## config.mk

```make
export PLATFORM = sky130hd
export DESIGN_NAME = vram_strobe_config_decode
export DESIGN_NICKNAME = d
export VERILOG_FILES = /design/src/core/vram_strobe_pkg.sv /design/src/core/strobe_select.sv /design/src/core/refresh_timer.sv /design/src/core/vram_strobe_config_decode.sv
export SDC_FILE = /design/constraint.sdc
export NUM_CORES = 1
export LEC_CHECK = 0
export ABC_AREA = 0
export BUFFER_PORTS_ARGS = -buffer_cell sky130_fd_sc_hd__buf_2
export CORE_MARGIN = 4
export CORE_UTILIZATION = 45
export CTS_CLUSTER_DIAMETER = 50
export DETAILED_ROUTE_END_ITERATION = 10
export GPL_ROUTABILITY_DRIVEN = 1
export GPL_TIMING_DRIVEN = 1
export PLACE_DENSITY_LB_ADDON = 0.08
export SLEW_MARGIN = 0
export SYNTH_ARGS = -nofsm -noshare
export SYNTH_HDL_FRONTEND = slang
export SYNTH_SLANG_ARGS = --single-unit
```

## constraint.sdc

```tcl
create_clock -name pclk -period 2 [get_ports pclk]
set_clock_uncertainty 0.1 [all_clocks]
set_input_delay 0 -clock pclk [delete_from_list [all_inputs] [get_ports pclk]]
set_output_delay 0 -clock pclk [all_outputs]
set_load 0.05 [all_outputs]
```

## src/core/vram_strobe_pkg.sv

```systemverilog
// constants, field layout and state types for the vram strobe and refresh block
// assumes a 40 MHz pclk and an APB master with 32-bit data
package vram_strobe_pkg;

   // -----------------------------------------------------------------
   // register map
   // -----------------------------------------------------------------
   localparam int unsigned APB_AW = 12;
   localparam logic [11:0] CONFIG_OFFSET = 12'h000;
   localparam logic [11:0] STATUS_OFFSET = 12'h004;

   localparam int unsigned CONFIG_W = 10;
   localparam int unsigned PRESCALE_LSB = 0;
   localparam int unsigned FINE_BIT = 3;
   localparam int unsigned CODE_LSB = 4;
   localparam int unsigned PIPE_BIT = 8;
   localparam int unsigned STAGGER_BIT = 9;
   localparam logic [CONFIG_W-1:0] CONFIG_RESET = 10'h030;

   localparam int unsigned STAT_STATE_LSB = 0;
   localparam int unsigned STAT_PEND_BIT = 3;
   localparam int unsigned STAT_COUNT_LSB = 16;

   // -----------------------------------------------------------------
   // vram geometry
   // -----------------------------------------------------------------
   localparam int unsigned VRAM_AW = 11;
   localparam int unsigned STROBES = 4;

   // -----------------------------------------------------------------
   // refresh clock division
   // -----------------------------------------------------------------
   localparam logic [3:0] PRESCALE_BASE = 4'hA;
   localparam logic [4:0] FINE_DIV_COARSE = 5'h1E;
   localparam logic [4:0] FINE_DIV_FINE = 5'h1A;
   localparam int unsigned REFRESH_PERIOD_COARSE_US = 15;
   localparam int unsigned REFRESH_PERIOD_FINE_US = 13;

   // -----------------------------------------------------------------
   // access and refresh timing
   // -----------------------------------------------------------------
   localparam int unsigned CLK_PERIOD_NS = 25;
   localparam int unsigned COL_HOLD_NS = 15;
   localparam int unsigned COL_HOLD_RAW = (COL_HOLD_NS + CLK_PERIOD_NS - 1) / CLK_PERIOD_NS;
   localparam int unsigned COL_HOLD_CYCLES = (COL_HOLD_RAW < 1) ? 1 : COL_HOLD_RAW;
   localparam logic [2:0] COL_HOLD_CNT = 3'(COL_HOLD_CYCLES);
   localparam logic [2:0] REF_LOW_CNT = 3'h2;
   localparam logic [2:0] PRECHARGE_CNT = 3'h1;

   typedef enum logic [2:0] {
      CFG_ALL_SCRUB = 3'h0,
      CFG_PAIR_SCRUB = 3'h1,
      CFG_SINGLE_SCRUB = 3'h2,
      CFG_ALL = 3'h3,
      CFG_ROW_PAIR = 3'h4,
      CFG_PAIR = 3'h5,
      CFG_ROW_SINGLE = 3'h6,
      CFG_SINGLE = 3'h7
   } strobe_cfg_t;

   typedef enum logic [2:0] {
      ST_IDLE = 3'h0,
      ST_ROW = 3'h1,
      ST_COL = 3'h3,
      ST_PRE = 3'h2,
      ST_REF = 3'h6
   } seq_state_t;

endpackage

```

## src/core/strobe_select.sv

```systemverilog
// row and column strobe selection from the configuration code and bank inputs
// assumes bank inputs are held stable for the access
`timescale 1ns/1ps
`default_nettype none
module strobe_select
   import vram_strobe_pkg::*;
(
   input wire logic [2:0] strobe_config_code,
   input wire logic bank_select_high,
   input wire logic bank_select_low,
   input wire logic [STROBES-1:0] column_enable_in,
   output logic [STROBES-1:0] row_sel,
   output logic [STROBES-1:0] col_sel,
   output logic pair_mode
);

   function automatic logic [STROBES-1:0] one_hot(input logic [1:0] idx);
      one_hot = 4'h1 << idx;
   endfunction

   function automatic logic [STROBES-1:0] pair_hot(input logic high);
      pair_hot = high ? 4'hC : 4'h3;
   endfunction

   // -----------------------------------------------------------------
   // decode
   // -----------------------------------------------------------------
   // lower bank select unused by the pair decode
   wire logic [STROBES-1:0] pair_w = pair_hot(bank_select_high);
   wire logic [STROBES-1:0] single_w = one_hot({bank_select_high, bank_select_low});
   logic [STROBES-1:0] row_w;
   logic [STROBES-1:0] col_w;

   always_comb begin
      case (strobe_cfg_t'(strobe_config_code))
         CFG_ALL_SCRUB, CFG_ALL: begin
            row_w = 4'hF;
            col_w = 4'hF;
         end
         CFG_ROW_PAIR: begin
            row_w = pair_w;
            col_w = 4'hF;
         end
         CFG_PAIR_SCRUB, CFG_PAIR: begin
            row_w = pair_w;
            col_w = pair_w;
         end
         CFG_ROW_SINGLE: begin
            row_w = single_w;
            col_w = 4'hF;
         end
         CFG_SINGLE_SCRUB, CFG_SINGLE: begin
            row_w = single_w;
            col_w = single_w;
         end
         default: begin
            row_w = 4'hF;
            col_w = 4'hF;
         end
      endcase
   end

   assign row_sel = row_w;
   // column enable gating
   assign col_sel = col_w & column_enable_in;
   assign pair_mode = (strobe_config_code == CFG_PAIR_SCRUB) || (strobe_config_code == CFG_ROW_PAIR) ||
                      (strobe_config_code == CFG_PAIR);

endmodule
`default_nettype wire

```

## src/core/refresh_timer.sv

```systemverilog
// refresh request timer: prescaler then fine divisor on delay line edges
// assumes dl_rise is a one-cycle pulse already synchronised to pclk
`timescale 1ns/1ps
`default_nettype none
module refresh_timer
   import vram_strobe_pkg::*;
(
   input wire logic pclk,
   input wire logic presetn,
   input wire logic dl_rise,
   input wire logic [2:0] refresh_prescale_code,
   input wire logic refresh_fine_divisor_bit,
   output logic refresh_tick
);

   logic [3:0] pre_cnt_q;
   logic [4:0] fine_cnt_q;
   logic tick_q;

   // -----------------------------------------------------------------
   // dividers
   // -----------------------------------------------------------------
   // divisor ten minus code
   wire logic [3:0] pre_last = PRESCALE_BASE - {1'b0, refresh_prescale_code} - 4'h1;
   wire logic pre_tick = dl_rise && (pre_cnt_q >= pre_last);
   wire logic [4:0] fine_last = (refresh_fine_divisor_bit ? FINE_DIV_FINE : FINE_DIV_COARSE) - 5'h01;
   wire logic fine_wrap = fine_cnt_q >= fine_last;

   always_ff @(posedge pclk or negedge presetn) begin
      if (!presetn) begin
         pre_cnt_q <= 4'h0;
      end else if (pre_tick) begin
         pre_cnt_q <= 4'h0;
      end else if (dl_rise) begin
         pre_cnt_q <= pre_cnt_q + 4'h1;
      end
   end

   always_ff @(posedge pclk or negedge presetn) begin
      if (!presetn) begin
         fine_cnt_q <= 5'h00;
      end else if (pre_tick) begin
         fine_cnt_q <= fine_wrap ? 5'h00 : fine_cnt_q + 5'h01;
      end
   end

   always_ff @(posedge pclk or negedge presetn) begin
      if (!presetn) begin
         tick_q <= 1'b0;
      end else begin
         tick_q <= pre_tick && fine_wrap;
      end
   end

   assign refresh_tick = tick_q;

endmodule
`default_nettype wire

```

## src/core/vram_strobe_config_decode.sv

```systemverilog
// vram strobe sequencer with configuration decode, refresh timing and apb registers
// assumes host access signals on pclk and a free running delay line clock pin
`timescale 1ns/1ps
`default_nettype none
module vram_strobe_config_decode
   import vram_strobe_pkg::*;
(
   input wire logic pclk,
   input wire logic presetn,
   input wire logic psel,
   input wire logic penable,
   input wire logic pwrite,
   input wire logic [APB_AW-1:0] paddr,
   input wire logic [31:0] pwdata,
   input wire logic [3:0] pstrb,
   output logic [31:0] prdata,
   output logic pready,
   output logic pslverr,
   input wire logic delay_line_clock,
   input wire logic access_req,
   input wire logic bank_select_low,
   input wire logic bank_select_high,
   input wire logic [STROBES-1:0] column_enable_in,
   input wire logic [VRAM_AW-1:0] row_addr,
   input wire logic [VRAM_AW-1:0] col_addr,
   output logic [STROBES-1:0] row_strobe_n,
   output logic [STROBES-1:0] col_strobe_n,
   output logic [VRAM_AW-1:0] vram_addr,
   output logic access_busy,
   output logic refresh_busy
);

   // -----------------------------------------------------------------
   // apb slave
   // -----------------------------------------------------------------
   logic [CONFIG_W-1:0] config_q;
   logic [31:0] rdata_q;
   logic [15:0] refresh_count_q;
   logic refresh_pend_q;
   seq_state_t state_q;

   wire logic hit_config = (paddr == CONFIG_OFFSET);
   wire logic hit_status = (paddr == STATUS_OFFSET);
   wire logic addr_hit = hit_config || hit_status;
   wire logic setup_phase = psel && !penable;
   wire logic access_phase = psel && penable;
   wire logic config_write = access_phase && pwrite && hit_config;

   wire logic [31:0] status_word = ({29'h0, state_q} << STAT_STATE_LSB) |
                                   ({31'h0, refresh_pend_q} << STAT_PEND_BIT) |
                                   ({16'h0, refresh_count_q} << STAT_COUNT_LSB);
   wire logic [31:0] read_mux = hit_config ? {22'h0, config_q} : (hit_status ? status_word : 32'h0);

   // byte lane merge of a config write
   wire logic [CONFIG_W-1:0] config_merged = {pstrb[1] ? pwdata[9:8] : config_q[9:8],
                                              pstrb[0] ? pwdata[7:0] : config_q[7:0]};

   always_ff @(posedge pclk or negedge presetn) begin
      if (!presetn) begin
         config_q <= CONFIG_RESET;
      end else if (config_write) begin
         config_q <= config_merged;
      end
   end

   // read data captured in setup, stable through access
   always_ff @(posedge pclk or negedge presetn) begin
      if (!presetn) begin
         rdata_q <= 32'h0;
      end else if (setup_phase) begin
         rdata_q <= pwrite ? 32'h0 : read_mux;
      end
   end

   assign prdata = rdata_q;
   assign pready = 1'b1;
   assign pslverr = access_phase && !addr_hit;

   // -----------------------------------------------------------------
   // config fields
   // -----------------------------------------------------------------
   wire logic [2:0] refresh_prescale_code = config_q[PRESCALE_LSB +: 3];
   wire logic refresh_fine_divisor_bit = config_q[FINE_BIT];
   wire logic [2:0] strobe_config_code = config_q[CODE_LSB +: 3];
   wire logic address_pipeline_bit = config_q[PIPE_BIT];
   wire logic refresh_stagger_bit = config_q[STAGGER_BIT];

   // -----------------------------------------------------------------
   // delay line clock sync and refresh timer
   // -----------------------------------------------------------------
   logic dl_meta_q;
   logic dl_sync_q;
   logic dl_prev_q;
   logic refresh_tick;

   always_ff @(posedge pclk or negedge presetn) begin
      if (!presetn) begin
         dl_meta_q <= 1'b0;
         dl_sync_q <= 1'b0;
         dl_prev_q <= 1'b0;
      end else begin
         dl_meta_q <= delay_line_clock;
         dl_sync_q <= dl_meta_q;
         dl_prev_q <= dl_sync_q;
      end
   end

   wire logic dl_rise = dl_sync_q && !dl_prev_q;

   refresh_timer u_refresh_timer (
      .pclk(pclk),
      .presetn(presetn),
      .dl_rise(dl_rise),
      .refresh_prescale_code(refresh_prescale_code),
      .refresh_fine_divisor_bit(refresh_fine_divisor_bit),
      .refresh_tick(refresh_tick)
   );

   // -----------------------------------------------------------------
   // strobe decode
   // -----------------------------------------------------------------
   logic bank_high_q;
   logic bank_low_q;
   logic [STROBES-1:0] row_sel;
   logic [STROBES-1:0] col_sel;
   logic pair_mode;

   strobe_select u_strobe_select (
      .strobe_config_code(strobe_config_code),
      .bank_select_high(bank_high_q),
      .bank_select_low(bank_low_q),
      .column_enable_in(column_enable_in),
      .row_sel(row_sel),
      .col_sel(col_sel),
      .pair_mode(pair_mode)
   );

   // -----------------------------------------------------------------
   // sequencer
   // -----------------------------------------------------------------
   seq_state_t state_d;
   logic [2:0] cnt_q;
   logic [2:0] cnt_d;

   wire logic [2:0] ref_skew = refresh_stagger_bit ? (pair_mode ? 3'h1 : 3'h3) : 3'h0;
   wire logic [2:0] ref_last = ref_skew + REF_LOW_CNT - 3'h1;
   wire logic start_refresh = (state_q == ST_IDLE) && refresh_pend_q;
   wire logic start_access = (state_q == ST_IDLE) && !refresh_pend_q && access_req;
   wire logic hold_met = cnt_q > COL_HOLD_CNT;

   always_comb begin
      state_d = state_q;
      cnt_d = cnt_q;
      case (state_q)
         ST_IDLE: begin
            cnt_d = 3'h0;
            if (start_refresh) begin
               state_d = ST_REF;
            end else if (start_access) begin
               state_d = ST_ROW;
            end
         end
         ST_ROW: begin
            state_d = ST_COL;
            cnt_d = 3'h0;
         end
         ST_COL: begin
            if (!hold_met) begin
               cnt_d = cnt_q + 3'h1;
            end
            if (!access_req) begin
               state_d = ST_PRE;
               cnt_d = 3'h0;
            end
         end
         ST_REF: begin
            cnt_d = cnt_q + 3'h1;
            if (cnt_q >= ref_last) begin
               state_d = ST_PRE;
               cnt_d = 3'h0;
            end
         end
         ST_PRE: begin
            cnt_d = cnt_q + 3'h1;
            if (cnt_q >= PRECHARGE_CNT - 3'h1) begin
               state_d = ST_IDLE;
            end
         end
         default: begin
            state_d = ST_IDLE;
            cnt_d = 3'h0;
         end
      endcase
   end

   always_ff @(posedge pclk or negedge presetn) begin
      if (!presetn) begin
         state_q <= ST_IDLE;
         cnt_q <= 3'h0;
      end else begin
         state_q <= state_d;
         cnt_q <= cnt_d;
      end
   end

   // bank inputs latched at access start
   always_ff @(posedge pclk or negedge presetn) begin
      if (!presetn) begin
         bank_high_q <= 1'b0;
         bank_low_q <= 1'b0;
      end else if (start_access) begin
         bank_high_q <= bank_select_high;
         bank_low_q <= bank_select_low;
      end
   end

   // pending refresh, a new tick wins over the clear
   wire logic refresh_pend_d = refresh_tick || (refresh_pend_q && !start_refresh);

   always_ff @(posedge pclk or negedge presetn) begin
      if (!presetn) begin
         refresh_pend_q <= 1'b0;
         refresh_count_q <= 16'h0;
      end else begin
         refresh_pend_q <= refresh_pend_d;
         if (start_refresh) begin
            refresh_count_q <= refresh_count_q + 16'h1;
         end
      end
   end

   // -----------------------------------------------------------------
   // refresh row strobes
   // -----------------------------------------------------------------
   logic [STROBES-1:0] ref_rows;

   genvar gi;
   generate
      for (gi = 0; gi < STROBES; gi++) begin : g_ref
         wire logic [2:0] pair_start = 3'(gi / 2);
         wire logic [2:0] single_start = 3'(gi);
         wire logic [2:0] start = refresh_stagger_bit ? (pair_mode ? pair_start : single_start) : 3'h0;
         assign ref_rows[gi] = (state_q == ST_REF) && (cnt_q >= start) && (cnt_q < start + REF_LOW_CNT);
      end
   endgenerate

   // -----------------------------------------------------------------
   // output drive
   // -----------------------------------------------------------------
   wire logic in_access = (state_q == ST_ROW) || (state_q == ST_COL);
   wire logic cas_phase = (state_q == ST_COL) && (cnt_q != 3'h0);
   wire logic [STROBES-1:0] row_on = in_access ? row_sel : ref_rows;
   wire logic [STROBES-1:0] col_on = cas_phase ? col_sel : 4'h0;
   wire logic show_col = (state_q == ST_COL) && (address_pipeline_bit || !hold_met);
   wire logic [VRAM_AW-1:0] addr_d = show_col ? col_addr : row_addr;

   always_ff @(posedge pclk or negedge presetn) begin
      if (!presetn) begin
         row_strobe_n <= 4'hF;
         col_strobe_n <= 4'hF;
         vram_addr <= 11'h000;
         access_busy <= 1'b0;
         refresh_busy <= 1'b0;
      end else begin
         row_strobe_n <= ~row_on;
         col_strobe_n <= ~col_on;
         vram_addr <= addr_d;
         access_busy <= in_access;
         refresh_busy <= (state_q == ST_REF);
      end
   end

endmodule
`default_nettype wire

```

==> results of run 1 <==
## sequential cells by signal, indices dropped and copies added (netlist names), 3 cells and up
| signal | cells |
|---|---|
| prdata | 26 |
| cnt_q | 3 |
| vram_addr | 11 |
| refresh_count_q | 16 |
| u_refresh_timer.fine_cnt_q | 5 |
| row_strobe_n | 4 |
| config_q | 10 |
| state_q | 3 |
| col_strobe_n | 4 |
| u_refresh_timer.pre_cnt_q | 4 |
## cell usage in the layout (no fill, tap or decap), types with 3 or more instances in the layout
master / instances
sky130_fd_sc_hd__buf_4: 23
sky130_fd_sc_hd__dfstp_2: 10
sky130_fd_sc_hd__nor2b_1: 4
sky130_fd_sc_hd__a21o_1: 5
sky130_fd_sc_hd__dfrtp_1: 85
sky130_fd_sc_hd__mux2_2: 23
sky130_fd_sc_hd__o31ai_1: 3
sky130_fd_sc_hd__nand4_1: 5
sky130_fd_sc_hd__nor4_2: 3
sky130_fd_sc_hd__mux2i_1: 5
sky130_fd_sc_hd__xor2_1: 6
sky130_fd_sc_hd__nor2_1: 15
sky130_fd_sc_hd__inv_2: 3
sky130_fd_sc_hd__buf_2: 105
sky130_fd_sc_hd__dlygate4sd3_1: 47
sky130_fd_sc_hd__o21ai_2: 4
sky130_fd_sc_hd__o21ai_0: 13
sky130_fd_sc_hd__ha_1: 19
sky130_fd_sc_hd__nand2_1: 26
sky130_fd_sc_hd__a21oi_1: 13
sky130_fd_sc_hd__clkbuf_8: 9
sky130_fd_sc_hd__nor3b_1: 3
sky130_fd_sc_hd__conb_1: 7
sky130_fd_sc_hd__nor3_1: 5
sky130_fd_sc_hd__inv_1: 19
sky130_fd_sc_hd__nand3_1: 13
sky130_fd_sc_hd__nand3_2: 3
sky130_fd_sc_hd__xnor2_1: 12
sky130_fd_sc_hd__nand2b_1: 5
sky130_fd_sc_hd__o22ai_1: 4
sky130_fd_sc_hd__a22o_1: 22
## logic make-up after synthesis
| kind of cell | after synthesis | share of synthesized area |
|---|---|---|
| compound gates | 79 | 0.121 |
| xor+xnor | 18 | 0.0349 |
| fa+ha+maj | 21 | 0.0581 |
| buf+inv | 43 | 0.0443 |
| flops | 95 | 0.529 |
| mux | 28 | 0.0684 |
| other cells | 2 | 0.00166 |
| simple gates | 109 | 0.143 |
## cell usage after synthesis, types with 10 or more instances
cell type	n	area share
sky130_fd_sc_hd__a21oi_1	14	0.016
sky130_fd_sc_hd__a22o_1	22	0.043
sky130_fd_sc_hd__dfrtp_1	85	0.47
sky130_fd_sc_hd__dfstp_2	10	0.058
sky130_fd_sc_hd__ha_1	21	0.058
sky130_fd_sc_hd__inv_1	22	0.018
sky130_fd_sc_hd__mux2_2	23	0.057
sky130_fd_sc_hd__nand2_1	27	0.022
sky130_fd_sc_hd__nand3_1	14	0.016
sky130_fd_sc_hd__nor2_1	16	0.013
sky130_fd_sc_hd__o21ai_0	19	0.021
sky130_fd_sc_hd__xnor2_1	12	0.023
## per-stage QoR
step / setup WS (ns) / area, sq um / hold slack (ns) / power [mW] / setup TNS (ns)
finish: 0.0205 / 6100 / 0.0303 / 6.02 / 0
global route: -0.0651 / 6100 / 0.0614 / 6.39 / -0.177
CTS: -0.0230 / 6020 / 0.0486 / 5.94 / -0.0594
detailed placement: -0.00747 / 5300 / -0.0994 / 4.45 / -0.00765
global placement: 0.0252 / 5300 / -0.0945 / 4.41 / 0
floorplan: 0.00818 / 4550 / -0.396 / 3.91 / 0
## where the power goes
group | switching, mW | total [mW] | internal [mW]
logic | 1.35 | 2.16 | 0.814
registers | 0.219 | 2.45 | 2.23
clock network | 0.687 | 1.40 | 0.714
## metal layers
metal	global-route usage	part of all wire	up-vias	wire, um
met3	0.0418	0.061	13	636
met5	0	0	-	0
met2	0.282	0.47	88	4840
met1	0.249	0.46	1647	4720
met4	0.0559	0.016	0	166
li1	-	-	1733	-
## cell type report
class                   instances  area, sq um
fillers                       784         3680
flip-flops and latches         95         2390
multi-input cells             262         2040
repair buffers                177         1200
well taps                     133          166
clock buffers                  10          128
clock inverters                 6         93.8
inverters                      22         82.6
## worst max path at each step
stage / startpoint / end / slack (ns) / depth (start not counted)
final: u_refresh_timer.pre_cnt_q[0] / u_refresh_timer.pre_cnt_q[0] / 0.02 / 7
after floorplan: config_q[5] / cnt_q[1] / 0.008 / 8
after global placement: config_q[1] / u_refresh_timer.fine_cnt_q[2] / 0.03 / 9
after CTS: config_q[1] / u_refresh_timer.pre_cnt_q[0] / -0.02 / 8
after detailed placement: config_q[1] / u_refresh_timer.fine_cnt_q[2] / -0.007 / 9
after global routing: config_q[1] / u_refresh_timer.fine_cnt_q[2] / -0.07 / 9
## repair_timing
item,4_1_cts,5_1_grt
gates resized for setup,4,21
pin swaps,3,7
buffers inserted,2,1
hold buffers,47,0
setup endpoints to repair,2,11
hold endpoints to repair,119,0
## critical path, stage by stage (launching register included)
cell                       delay (ns)
sky130_fd_sc_hd__dfrtp_1         0.39
sky130_fd_sc_hd__inv_1           0.08
sky130_fd_sc_hd__ha_1            0.23
sky130_fd_sc_hd__nand2b_4        0.14
sky130_fd_sc_hd__a2111o_1        0.44
sky130_fd_sc_hd__and2_4          0.17
sky130_fd_sc_hd__or3_1           0.29
sky130_fd_sc_hd__o21ai_0         0.07
==> impl.org, run 1 <==
** Setup path
- Of all nets on the critical path, the largest fanout is 4.
- The startpoint identified for the worst register-to-register timing path is u_refresh_timer.pre_cnt_q[0].
- Critical Path AT :: about 2.2 ns
- Register-to-register path setup slack :: about 0.02 ns
- Nature of the critical path startpoint :: register
- Terminus of the critical flop-to-flop path :: u_refresh_timer.pre_cnt_q[0]
- Required arrival time at the worst endpoint :: between 2 and 2.5 ns
- The worst setup path is captured at a register.
- The number of cells on the worst reg-to-reg path is 7.
- Type of the worst setup path :: reg -> reg

** Finish
- At the end of the flow the core is filled with cells to 0.624.
- 0 antenna diodes ended up in the layout.
- Ratio of cells with drive above 1 in the final layout :: 0.374
- Cell Count, Final, Fillers Out :: between 700 and 800
- The net count of the finished layout is between 600 and 700.
- Relative to the synthesized area, the layout overhead comes to 34.9%.

** Clock tree
- The clock passes through at most 2 buffers.
- Clock-pin slew was measured on the worst setup and hold paths at ~0.10 ns.
- CTS built an H-tree with a depth of 3.
- In this run, CTS created clock tree buffers numbering 9.
- Library cell used as clock root buffer :: sky130_fd_sc_hd__clkbuf_8
- TritonCTS clock tree :: yes
- Clock latency on the worst-skew pair, taken at its later pin, is ~0.36 ns.
- The clock net in this run drives a total of 95 sinks.

** Synthesis
- Post-synth EDFFs :: 0
- Average cell area after synthesis :: 11.4 sq um
- Primary FF master, synth :: sky130_fd_sc_hd__dfrtp_1
- Combined area of all synthesized cells :: about 0.0045 sq mm
- Sequential share of the synthesized area :: 0.529
- Synth Warn # :: 0
- Distinct cells, synth :: 57
- The synthesized design contains 95 register bits.
- Counting flops with an async set or reset pin after synthesis yields a share of 1.00.
- Synthesis produced 395 cells.

** Status
- Result of the run :: complete, no violations

** Timing
- Setup repair after global routing missed its margin :: true
- Setup violations remaining at the end of the flow were counted as 0.
- The total count of max-transition violations in the final report came to 0.
- Static timing analysis puts the maximum clock frequency at 505 MHz.
- Counting I/O delays and the setup requirement, the final critical path takes about 2.0 ns.
- Final Hold Viols :: 0
- Post-route fraction of the period consumed by the critical path :: 0.990

** GRT
- In the global route stage, overall resource usage came out at 0.180.
- Remaining Overflow, GRT :: 0
- Largest net degree at the start of global routing :: slightly below 60
- The number of antenna violations at the first check in global routing was 0.
- Vias in the first global route :: between 3000 and 4000
- Wire length of the first global-routing pass :: roughly 17000 um

** Route
- Vias per Instance :: ~4.9
- Vias after detailed routing :: about 3500
- Count of TritonRoute iterations in the first routing pass :: 4
- The count of nets left with antenna violations once routing finished came out at 0.
- The first routing iteration left around 130 violations.
- Post-Route WL :: approximately 10000 um
- Post-route DRC violation count :: 0
- Dividing the detail-routed wire length by the instance count gives about 15 um.

** Power and ir drop
- In this run the power density over the cells is approximately 990 mW/mm^2.
- Across the VDD grid, the largest voltage drop is about 0.59 mV.
- Total leakage power :: roughly 3.0 nW

** Floorplanning
- After floorplanning, the core was divided into 36 placement rows.
- Vertical die dimension :: roughly 110 um
- In this run the standard cell core region covers 0.00977 sq mm.
- Die Area :: 0.0117 sq mm
- Top-Level Pins :: around 140
- Effective utilization at floorplan :: 0.462
- Die Span X :: approximately 110 um

** Worst hold path
- Worst hold path type :: in -> async

** Place
- At the end of routability-driven placement, the weighted congestion stood at between 0.8 and 0.9.
- Detailed placement ended at an HPWL of between 7000 and 8000 um.
- Placed Instances :: ~640
- Buffers placed on the I/O ports in this run total ~110.

** Job
- Number of max-cap violations :: 0
Power figures use the tool's default switching activity.
==> inputs of run 2 (changes only) <==
==> constraint.sdc (replaced) <==
create_clock -name pclk -period 2.25 [get_ports pclk]
set_clock_uncertainty 0.1 [all_clocks]
set_input_delay 0 -clock pclk [delete_from_list [all_inputs] [get_ports pclk]]
set_output_delay 0 -clock pclk [all_outputs]
set_load 0.05 [all_outputs]
==> run 2 against run 1 <==
Compared with the run above: combinational power is 17% lower; sequential share of layout area rose by 1.0 points; count of clock-buffer cells in the layout did not move; non-clock buffer count fell by 13; die area did not move; sequential cell count unchanged; setup slack improved by 0.084 ns; routed wire length is 3.3% lower; critical path depth up 1; cell area is 2.5% lower; power fell by 11%; sequential power fell by 11%; critical path type is now in -> reg; critical endpoint is now config_q[8]; highest routed layer unchanged.
==> impl.org, run 2 (synthesized netlist as in run 1, its figures left out) <==
** GRT
- Largest net degree at the start of global routing :: 96
- Total Routing Usage GR :: 0.176
- Wire length of the first global-routing pass :: approximately 16000 um
- Vias in the first global route :: ~3400
- For this run the aggregate overflow at the end of global routing stands at 0.
- Initial antenna violation count :: 0

** Route
- The detail route stage leaves a number of antenna-violating nets equal to 0.
- Vias per Instance :: 4.92
- Vias after detailed routing :: between 3000 and 4000
- Count of TritonRoute iterations in the first routing pass :: 4
- In the routed design, unresolved DRC markers number 0.
- Wire per inst :: 14.5 um
- For this block, the initial DRC count from the detailed router was 150.
- Post-Route WL :: ~10000 um

** Power and ir drop
- Of the total power, the share spent switching nets is 0.364.
- The share of total power dissipated in combinational logic is 0.336.
- Power density normalized to cell area :: approximately 900 mW/mm^2
- Switching component of the power :: 1.94 mW
- Fraction of power consumed by the clock network :: 0.253
- Total leakage power :: approximately 2.9 nW
- Worst voltage drop across the vdd grid :: ~0.49 mV
- Total power :: about 5.3 mW
- Power share of the sequential group :: 0.411
- Cell internal power was estimated by the tool at 3.39 mW.

** Timing
- The final hold violation count was 0.
- Count of endpoints failing setup in the final report :: 0
- Dividing the final minimum period by the clock period gives 0.953.
- Time the worst path needs with I/O delays and setup :: around 2.1 ns
- Setup repair after global routing missed its margin :: false
- The total count of max-transition violations in the final report was 0.
- In the final timing run, aggregate negative setup slack is 0 ns.
- Maximum achievable frequency :: about 470 MHz

** Clock tree
- The H-tree was split into 3 levels.
- TritonCTS clock tree :: yes
- Clock input transition at the sequential cells of the worst setup and hold paths :: roughly 0.11 ns
- # clock sinks :: between 90 and 100
- TritonCTS created 9 clock buffers.
- The clock reaches the later pin of the worst-skew pair after around 0.35 ns.
- Library cell used as clock root buffer :: sky130_fd_sc_hd__clkbuf_8
- Buffer depth of the longest clock path :: 2

** Finish
- Final std cell area, no fill :: just under 0.006 sq mm
- Leading cell types in the layout, fill and taps excluded :: sky130_fd_sc_hd__buf_2 (105), sky130_fd_sc_hd__dfrtp_1 (85), sky130_fd_sc_hd__dlygate4sd3_1 (46)
- Most frequent standard cell in the layout excluding fill and tap cells :: sky130_fd_sc_hd__buf_2
- For this run, the post-layout net count is roughly 660.
- Counting the fill cells in the layout gives 801.
- Ant. Diodes :: 0
- Ratio of cells with drive above 1 in the final layout :: 0.333
- From synthesis to final layout, the design area changed by 31.5%.
- Number of flip-flops under the largest register name :: 26

** Worst hold path
- Worst hold path type :: in -> reg

** Setup path
- STA classifies the critical path startpoint as a primary input.
- Terminus of the critical flop-to-flop path :: cnt_q[1]
- Type of the worst setup path :: in -> reg
- Critical Path AT :: around 2.3 ns
- Capture point of the worst path :: config_q[8]
- Among all stages on the critical path, the largest delay is contributed by sky130_fd_sc_hd__dlygate4sd3_1.
- Endpoint kind of the worst setup timing path :: register
- Crit. Startpoint :: paddr[2]
- Critical register-to-register path startpoint :: config_q[4]
- Max FO, Critical Path :: 6
- In this design, the stage delay of the slowest critical-path cell is between 0.5 and 0.6 ns.
- Reg2Reg Depth :: 9
- Required arrival time at the worst endpoint :: 2.38 ns
- Walking the worst path, the cells encountered are dlygate4sd3_1 > buf_2 > inv_2 > and4_1 > and4_1 > nand2_1 > mux2_2 > dlygate4sd3_1.
- The worst register-to-register path has a setup slack of about 0.16 ns.

** Status
- Result of the run :: complete, no violations

** Floorplanning
- The die covers 0.0117 sq mm.
- Core Footprint :: slightly below 0.01 sq mm
- Measured along the y axis, the die boundary spans 108 um.
- Die Span X :: between 100 and 150 um
- Placement row count :: 36
- ~140 I/O pins were placed.
- The initial utilization of the core area, before any placement, comes to 0.462.

** Place
- Count of buffers from port buffering :: around 110
- Final estimated routing congestion in global placement :: 0.806
- Post-placement cell area :: 0.00521 sq mm
- DP Wirelength :: approximately 6900 um

** Job
- Number of max-cap violations :: 0
## run 2: cell types whose count changed in the layout (fill, tap and decap cells not counted), moves of 2 or more
cell / previous run / this run
sky130_fd_sc_hd__o21ai_0: 13 / 18
sky130_fd_sc_hd__ha_4: 2 / 0
sky130_fd_sc_hd__clkinv_4: 2 / 0
sky130_fd_sc_hd__buf_4: 23 / 12
sky130_fd_sc_hd__inv_2: 3 / 1
sky130_fd_sc_hd__ha_1: 19 / 21
sky130_fd_sc_hd__inv_1: 19 / 21
sky130_fd_sc_hd__o21ai_2: 4 / 0
## run 2: power groups by stage
| stage | Clock [mW] | Combinational [mW] | Sequential (mW) |
|---|---|---|---|
| after CTS | 1.39 | 1.75 | 2.20 |
| after global routing | 1.45 | 1.97 | 2.24 |
| after global placement | 0 | 1.67 | 2.22 |
| after detailed placement | 0 | 1.69 | 2.23 |
| final | 1.35 | 1.79 | 2.19 |
| after floorplan | 0 | 0.827 | 2.64 |
## run 2: critical path, delay by kind of cell
kind                   cells  cell delay [ns]
muxes                      1             0.28
buffers and inverters      4             1.39
and+or+nand+nor            3             0.61
## run 2: worst min-delay path by stage
| stage | end | startpoint | depth (start not counted) |
|---|---|---|---|
| after global placement | prdata[25] | presetn | 2 |
| final | prdata[3] | paddr[4] | 5 |
| after global routing | config_q[4] | pstrb[0] | 3 |
| after floorplan | access_busy | presetn | 0 |
| after CTS | config_q[6] | pstrb[0] | 3 |
| after detailed placement | prdata[25] | presetn | 2 |
## run 2: metal layers
metal	up-vias	wire length, um	track usage	part of all wire
met5	-	0	0	0
met4	0	127	0.0577	0.013
met3	12	546	0.0269	0.054
met2	87	4710	0.280	0.47
met1	1603	4640	0.247	0.46
li1	1701	-	-	-
## run 2: timing repair
| action | 4_1_cts | 5_1_grt |
|---|---|---|
| setup buffers | 0 | 2 |
| endpoints found under the setup margin | 0 | 8 |
| endpoints found under the hold margin | 128 | 0 |
| gates resized for setup | 0 | 6 |
| hold buffers | 46 | 0 |
## run 2: through the flow
| stage | cells | utilization | hold slack [ns] | setup WS (ns) |
|---|---|---|---|---|
| after floorplan | 400 | - | -0.396 | 0.182 |
| after global placement | 628 | 0.533 | -0.000859 | 0.155 |
| after detailed placement | 628 | 0.533 | -0.00705 | 0.130 |
| after CTS | 690 | 0.605 | 0.0763 | 0.0205 |
| after global routing | 692 | 0.608 | 0.0841 | 0.00322 |
| final | 692 | 0.608 | 0.0812 | 0.105 |
## run 2: area by class of cell
type	count	area, sq um	area share
inverters	22	82.6	0.0139
clock inverters	6	118	0.0198
multi-input cells	262	1960	0.330
clock buffers	10	128	0.0215
well taps	133	166	0.0280
flip-flops and latches	95	2390	0.402
repair buffers	164	1100	0.184
==> inputs of run 3 (changes only) <==
--- a/config.mk
+++ b/config.mk
@@ -7,8 +7,10 @@
 export LEC_CHECK = 0
 export ABC_AREA = 0
 export BUFFER_PORTS_ARGS = -buffer_cell sky130_fd_sc_hd__buf_2
+export CELL_PAD_IN_SITES_DETAIL_PLACEMENT = 1
+export CELL_PAD_IN_SITES_GLOBAL_PLACEMENT = 1
 export CORE_MARGIN = 4
-export CORE_UTILIZATION = 45
+export CORE_UTILIZATION = 40
 export CTS_CLUSTER_DIAMETER = 50
 export DETAILED_ROUTE_END_ITERATION = 10
 export GPL_ROUTABILITY_DRIVEN = 1
==> run 3 against run 2 <==
Compared with the run above: fmax grew 1.6%; routed wire length increased by 22%; hold slack got worse by 0.056 ns; sequential power hardly changed; cell count up 1.0%.
==> impl.org, run 3 (synthesized netlist as in run 1, its figures left out) <==
** Floorplanning
- The floorplan step defined a die boundary enclosing between 0.01 and 0.015 sq mm.
- In this run the standard cell core region covers about 0.011 sq mm.
- Placement row count :: 38
- Pin placement for this block handled about 140 I/O pins.
- From left edge to right edge, the die measures between 100 and 150 um.
- Vertical die dimension :: 114 um
- For this configuration, the core starts out at a cell density of 0.413.

** Place
- The wire-length estimate of the detail-placed layout is around 8500 um.
- At the end of routability-driven placement, the weighted congestion stood at 0.810.
- The count of buffers added on input and output ports is roughly 110.
- The placed instances occupy a cell area of around 0.0052 sq mm.

** Setup path
- The endpoint identified for the worst register-to-register timing path is u_refresh_timer.fine_cnt_q[2].
- Traced cell by cell, the critical path runs through inv_1 > ha_1 > inv_1 > ha_1 > o21ai_0 > nand2b_1 > nand3_1 > or4b_2 > nand2_1.
- The critical path in this run is classified as reg -> reg.
- Endpoint kind of the worst setup timing path :: register
- The critical path contains buffers and inverters numbering 2 combined.
- The number of cells on the worst reg-to-reg path is 9.
- Data on the critical path arrives at its endpoint at between 2 and 2.5 ns.
- On the critical path, the stage with the largest delay is an instance of sky130_fd_sc_hd__or4b_2.
- Max FO, Critical Path :: 3
- Crit-path max cell delay :: ~0.62 ns
- In this design, the largest share of critical-path delay is due to simple AND/OR/NAND/NOR gates.
- Required arrival time at the worst endpoint :: about 2.4 ns
- The startpoint identified for the worst register-to-register timing path is config_q[1].
- Nature of the critical path startpoint :: register
- The worst register-to-register path has a setup slack of 0.14 ns.

** GRT
- After global routing, the most crowded layer is met2.
- Total Routing Usage GR :: 0.196
- For this run, global-route usage on met1 was measured as 0.246.
- Remaining Overflow, GRT :: 0
- The via count of the first global-routing pass came to roughly 3900.
- The number of antenna violations at the first check in global routing came to 0.
- For met2 alone, demand over resource in global routing was 0.342.
- Met3 usage in global routing :: 0.0354
- Wire length of the first global-routing pass :: approximately 20000 um
- Entering global routing, the biggest net connects 39 pins.

** Worst hold path
- Hold path startpoint :: paddr[2]
- The min-delay analysis places its worst path in the category in -> reg.
- Worst hold path cell count :: 3
- The path with the worst hold slack has its endpoint at prdata[3].

** Clock tree
- After clock tree synthesis, the clock-pin slew on the worst setup and hold paths is around 0.060 ns.
- TritonCTS created 9 clock buffers.
- In this run the deepest clock path goes through 2 buffers.
- TritonCTS built the clock tree.
- Clock latency on the worst-skew pair, taken at its later pin, is about 0.34 ns.
- # clock sinks :: 95
- H-Tree Level Count :: 3
- Library cell used as clock root buffer :: sky130_fd_sc_hd__clkbuf_16

** Power and ir drop
- Of the total power, the share spent switching nets is 0.375.
- The share of total power dissipated in the clock network is 0.260.
- Internal power :: about 3.4 mW
- Total leakage power :: 2.96 nW
- Worst voltage drop across the vdd grid :: between 0.4 and 0.5 mV
- Of the total power, combinational logic draws 0.330.
- Switching component of the power :: between 2 and 2.5 mW
- Of the total power, registers draw 0.410.
- Power spread over the standard cell area amounts to 910 mW/mm^2.

** Route
- Drt first-iter violations :: around 170
- Dividing the detail-routed wire length by the instance count gives about 17 um.
- The count of nets left with antenna violations once routing finished came out at 0.
- Post-Route WL :: ~12000 um
- Post-route DRC violation count :: 0
- Vias per Instance :: 5.10
- Vias after detailed routing :: 3563
- Before antenna repair, the detailed router went through 4 iterations.

** Timing
- In the finished design, the share of the clock period the worst path needs comes to 0.938.
- Final Hold Viols :: 0
- Maximum achievable frequency :: 474 MHz
- Setup violations remaining at the end of the flow were counted as 0.
- For the finished layout, the period the worst path requires is about 2.1 ns.
- Number of slew-limit violations in the final report :: 0
- Final hold slack :: approximately 0.025 ns

** Finish
- Ant. Diodes :: 0
- Ratio of cells with drive above 1 in the final layout :: 0.329
- Final std cell area, no fill :: 0.00596 sq mm
- The register with the most flip-flops in the layout has 26 of them.
- Most frequent standard cell in the layout excluding fill and tap cells :: sky130_fd_sc_hd__buf_2
- In the layout the commonest cells are sky130_fd_sc_hd__buf_2 (105), sky130_fd_sc_hd__dfrtp_1 (85), sky130_fd_sc_hd__dlygate4sd3_1 (44).
- Post-layout net count :: between 600 and 700
- Filler cells :: about 1200
- Area Growth Syn to Fin :: 32.0%

** Job
- Number of max-cap violations :: 0

** Status
- Result of the run :: complete, no violations
-- run 3: cell types whose count changed in the layout (fill, tap and decap cells not counted), sizes merged --
| cell | delta |
|---|---|
| inv | -2 |
| clkinv | +3 |
| bufinv | -3 |
| clkinvlp | -1 |
| clkbuf | +3 |
| dlygate4sd3 | -2 |
| buf | +2 |
-- run 3: routing by layer --
metal,part of all wire,vias up
met5,0,-
met1,0.44,1768
met2,0.50,84
li1,-,1699
met4,0.014,0
met3,0.041,12
-- run 3: timing repair --
| action | in CTS | in global routing |
|---|---|---|
| hold endpoints to repair | 119 | 0 |
| setup endpoints to repair | 0 | 5 |
| hold buffers | 44 | 0 |
| setup buffers | 0 | 1 |
| resized for setup | 0 | 3 |
-- run 3: power groups by stage --
| stage | registers [mW] | logic, mW | clock network [mW] |
|---|---|---|---|
| floorplan | 2.64 | 0.827 | 0 |
| global placement | 2.24 | 1.67 | 0 |
| detailed placement | 2.24 | 1.73 | 0 |
| CTS | 2.22 | 1.80 | 1.45 |
| global route | 2.26 | 1.98 | 1.53 |
| finish | 2.22 | 1.79 | 1.41 |
-- run 3: metrics by stage --
stage | util | total power [mW] | setup TNS [ns] | setup WS, ns | std cells
after global routing | 0.545 | 5.77 | -0.00160 | -0.00160 | 699
after CTS | 0.544 | 5.47 | 0 | 0.0575 | 698
after floorplan | - | 3.46 | 0 | 0.182 | 400
after global placement | 0.479 | 3.90 | 0 | 0.108 | 638
final | 0.545 | 5.43 | 0 | 0.139 | 699
after detailed placement | 0.479 | 3.98 | 0 | 0.0760 | 638
-- run 3: worst reg2reg max path, stage by stage (launching register included) --
cell                       delay [ns]
sky130_fd_sc_hd__dfrtp_1         0.36
sky130_fd_sc_hd__inv_1           0.07
sky130_fd_sc_hd__ha_1            0.27
sky130_fd_sc_hd__inv_1           0.04
sky130_fd_sc_hd__ha_1            0.25
sky130_fd_sc_hd__o21ai_0         0.06
sky130_fd_sc_hd__nand2b_1        0.10
sky130_fd_sc_hd__nand3_1         0.10
sky130_fd_sc_hd__or4b_2          0.62
sky130_fd_sc_hd__nand2_1         0.07
-- run 3: cell type report --
cell class                      count  area (sq um)  area share
Clock inverter                      3          18.8     0.00315
Tap cell                          140           175      0.0294
Clock buffer                       13           250      0.0420
Sequential cell                    95          2390       0.401
Inverter                           22          82.6      0.0138
Timing Repair Buffer              164          1090       0.183
Multi-Input combinational cell    262          1960       0.328
-- run 3: how the worst max path moves through the flow --
stage | start | to | cells past startpoint
2_1_floorplan | config_q[1] | u_refresh_timer.fine_cnt_q[2] | 9
3_3_place_gp | config_q[4] | cnt_q[1] | 8
3_5_place_dp | config_q[4] | cnt_q[1] | 8
4_1_cts | config_q[4] | cnt_q[1] | 8
5_1_grt | config_q[1] | u_refresh_timer.fine_cnt_q[2] | 9
6_report | config_q[1] | u_refresh_timer.fine_cnt_q[2] | 9
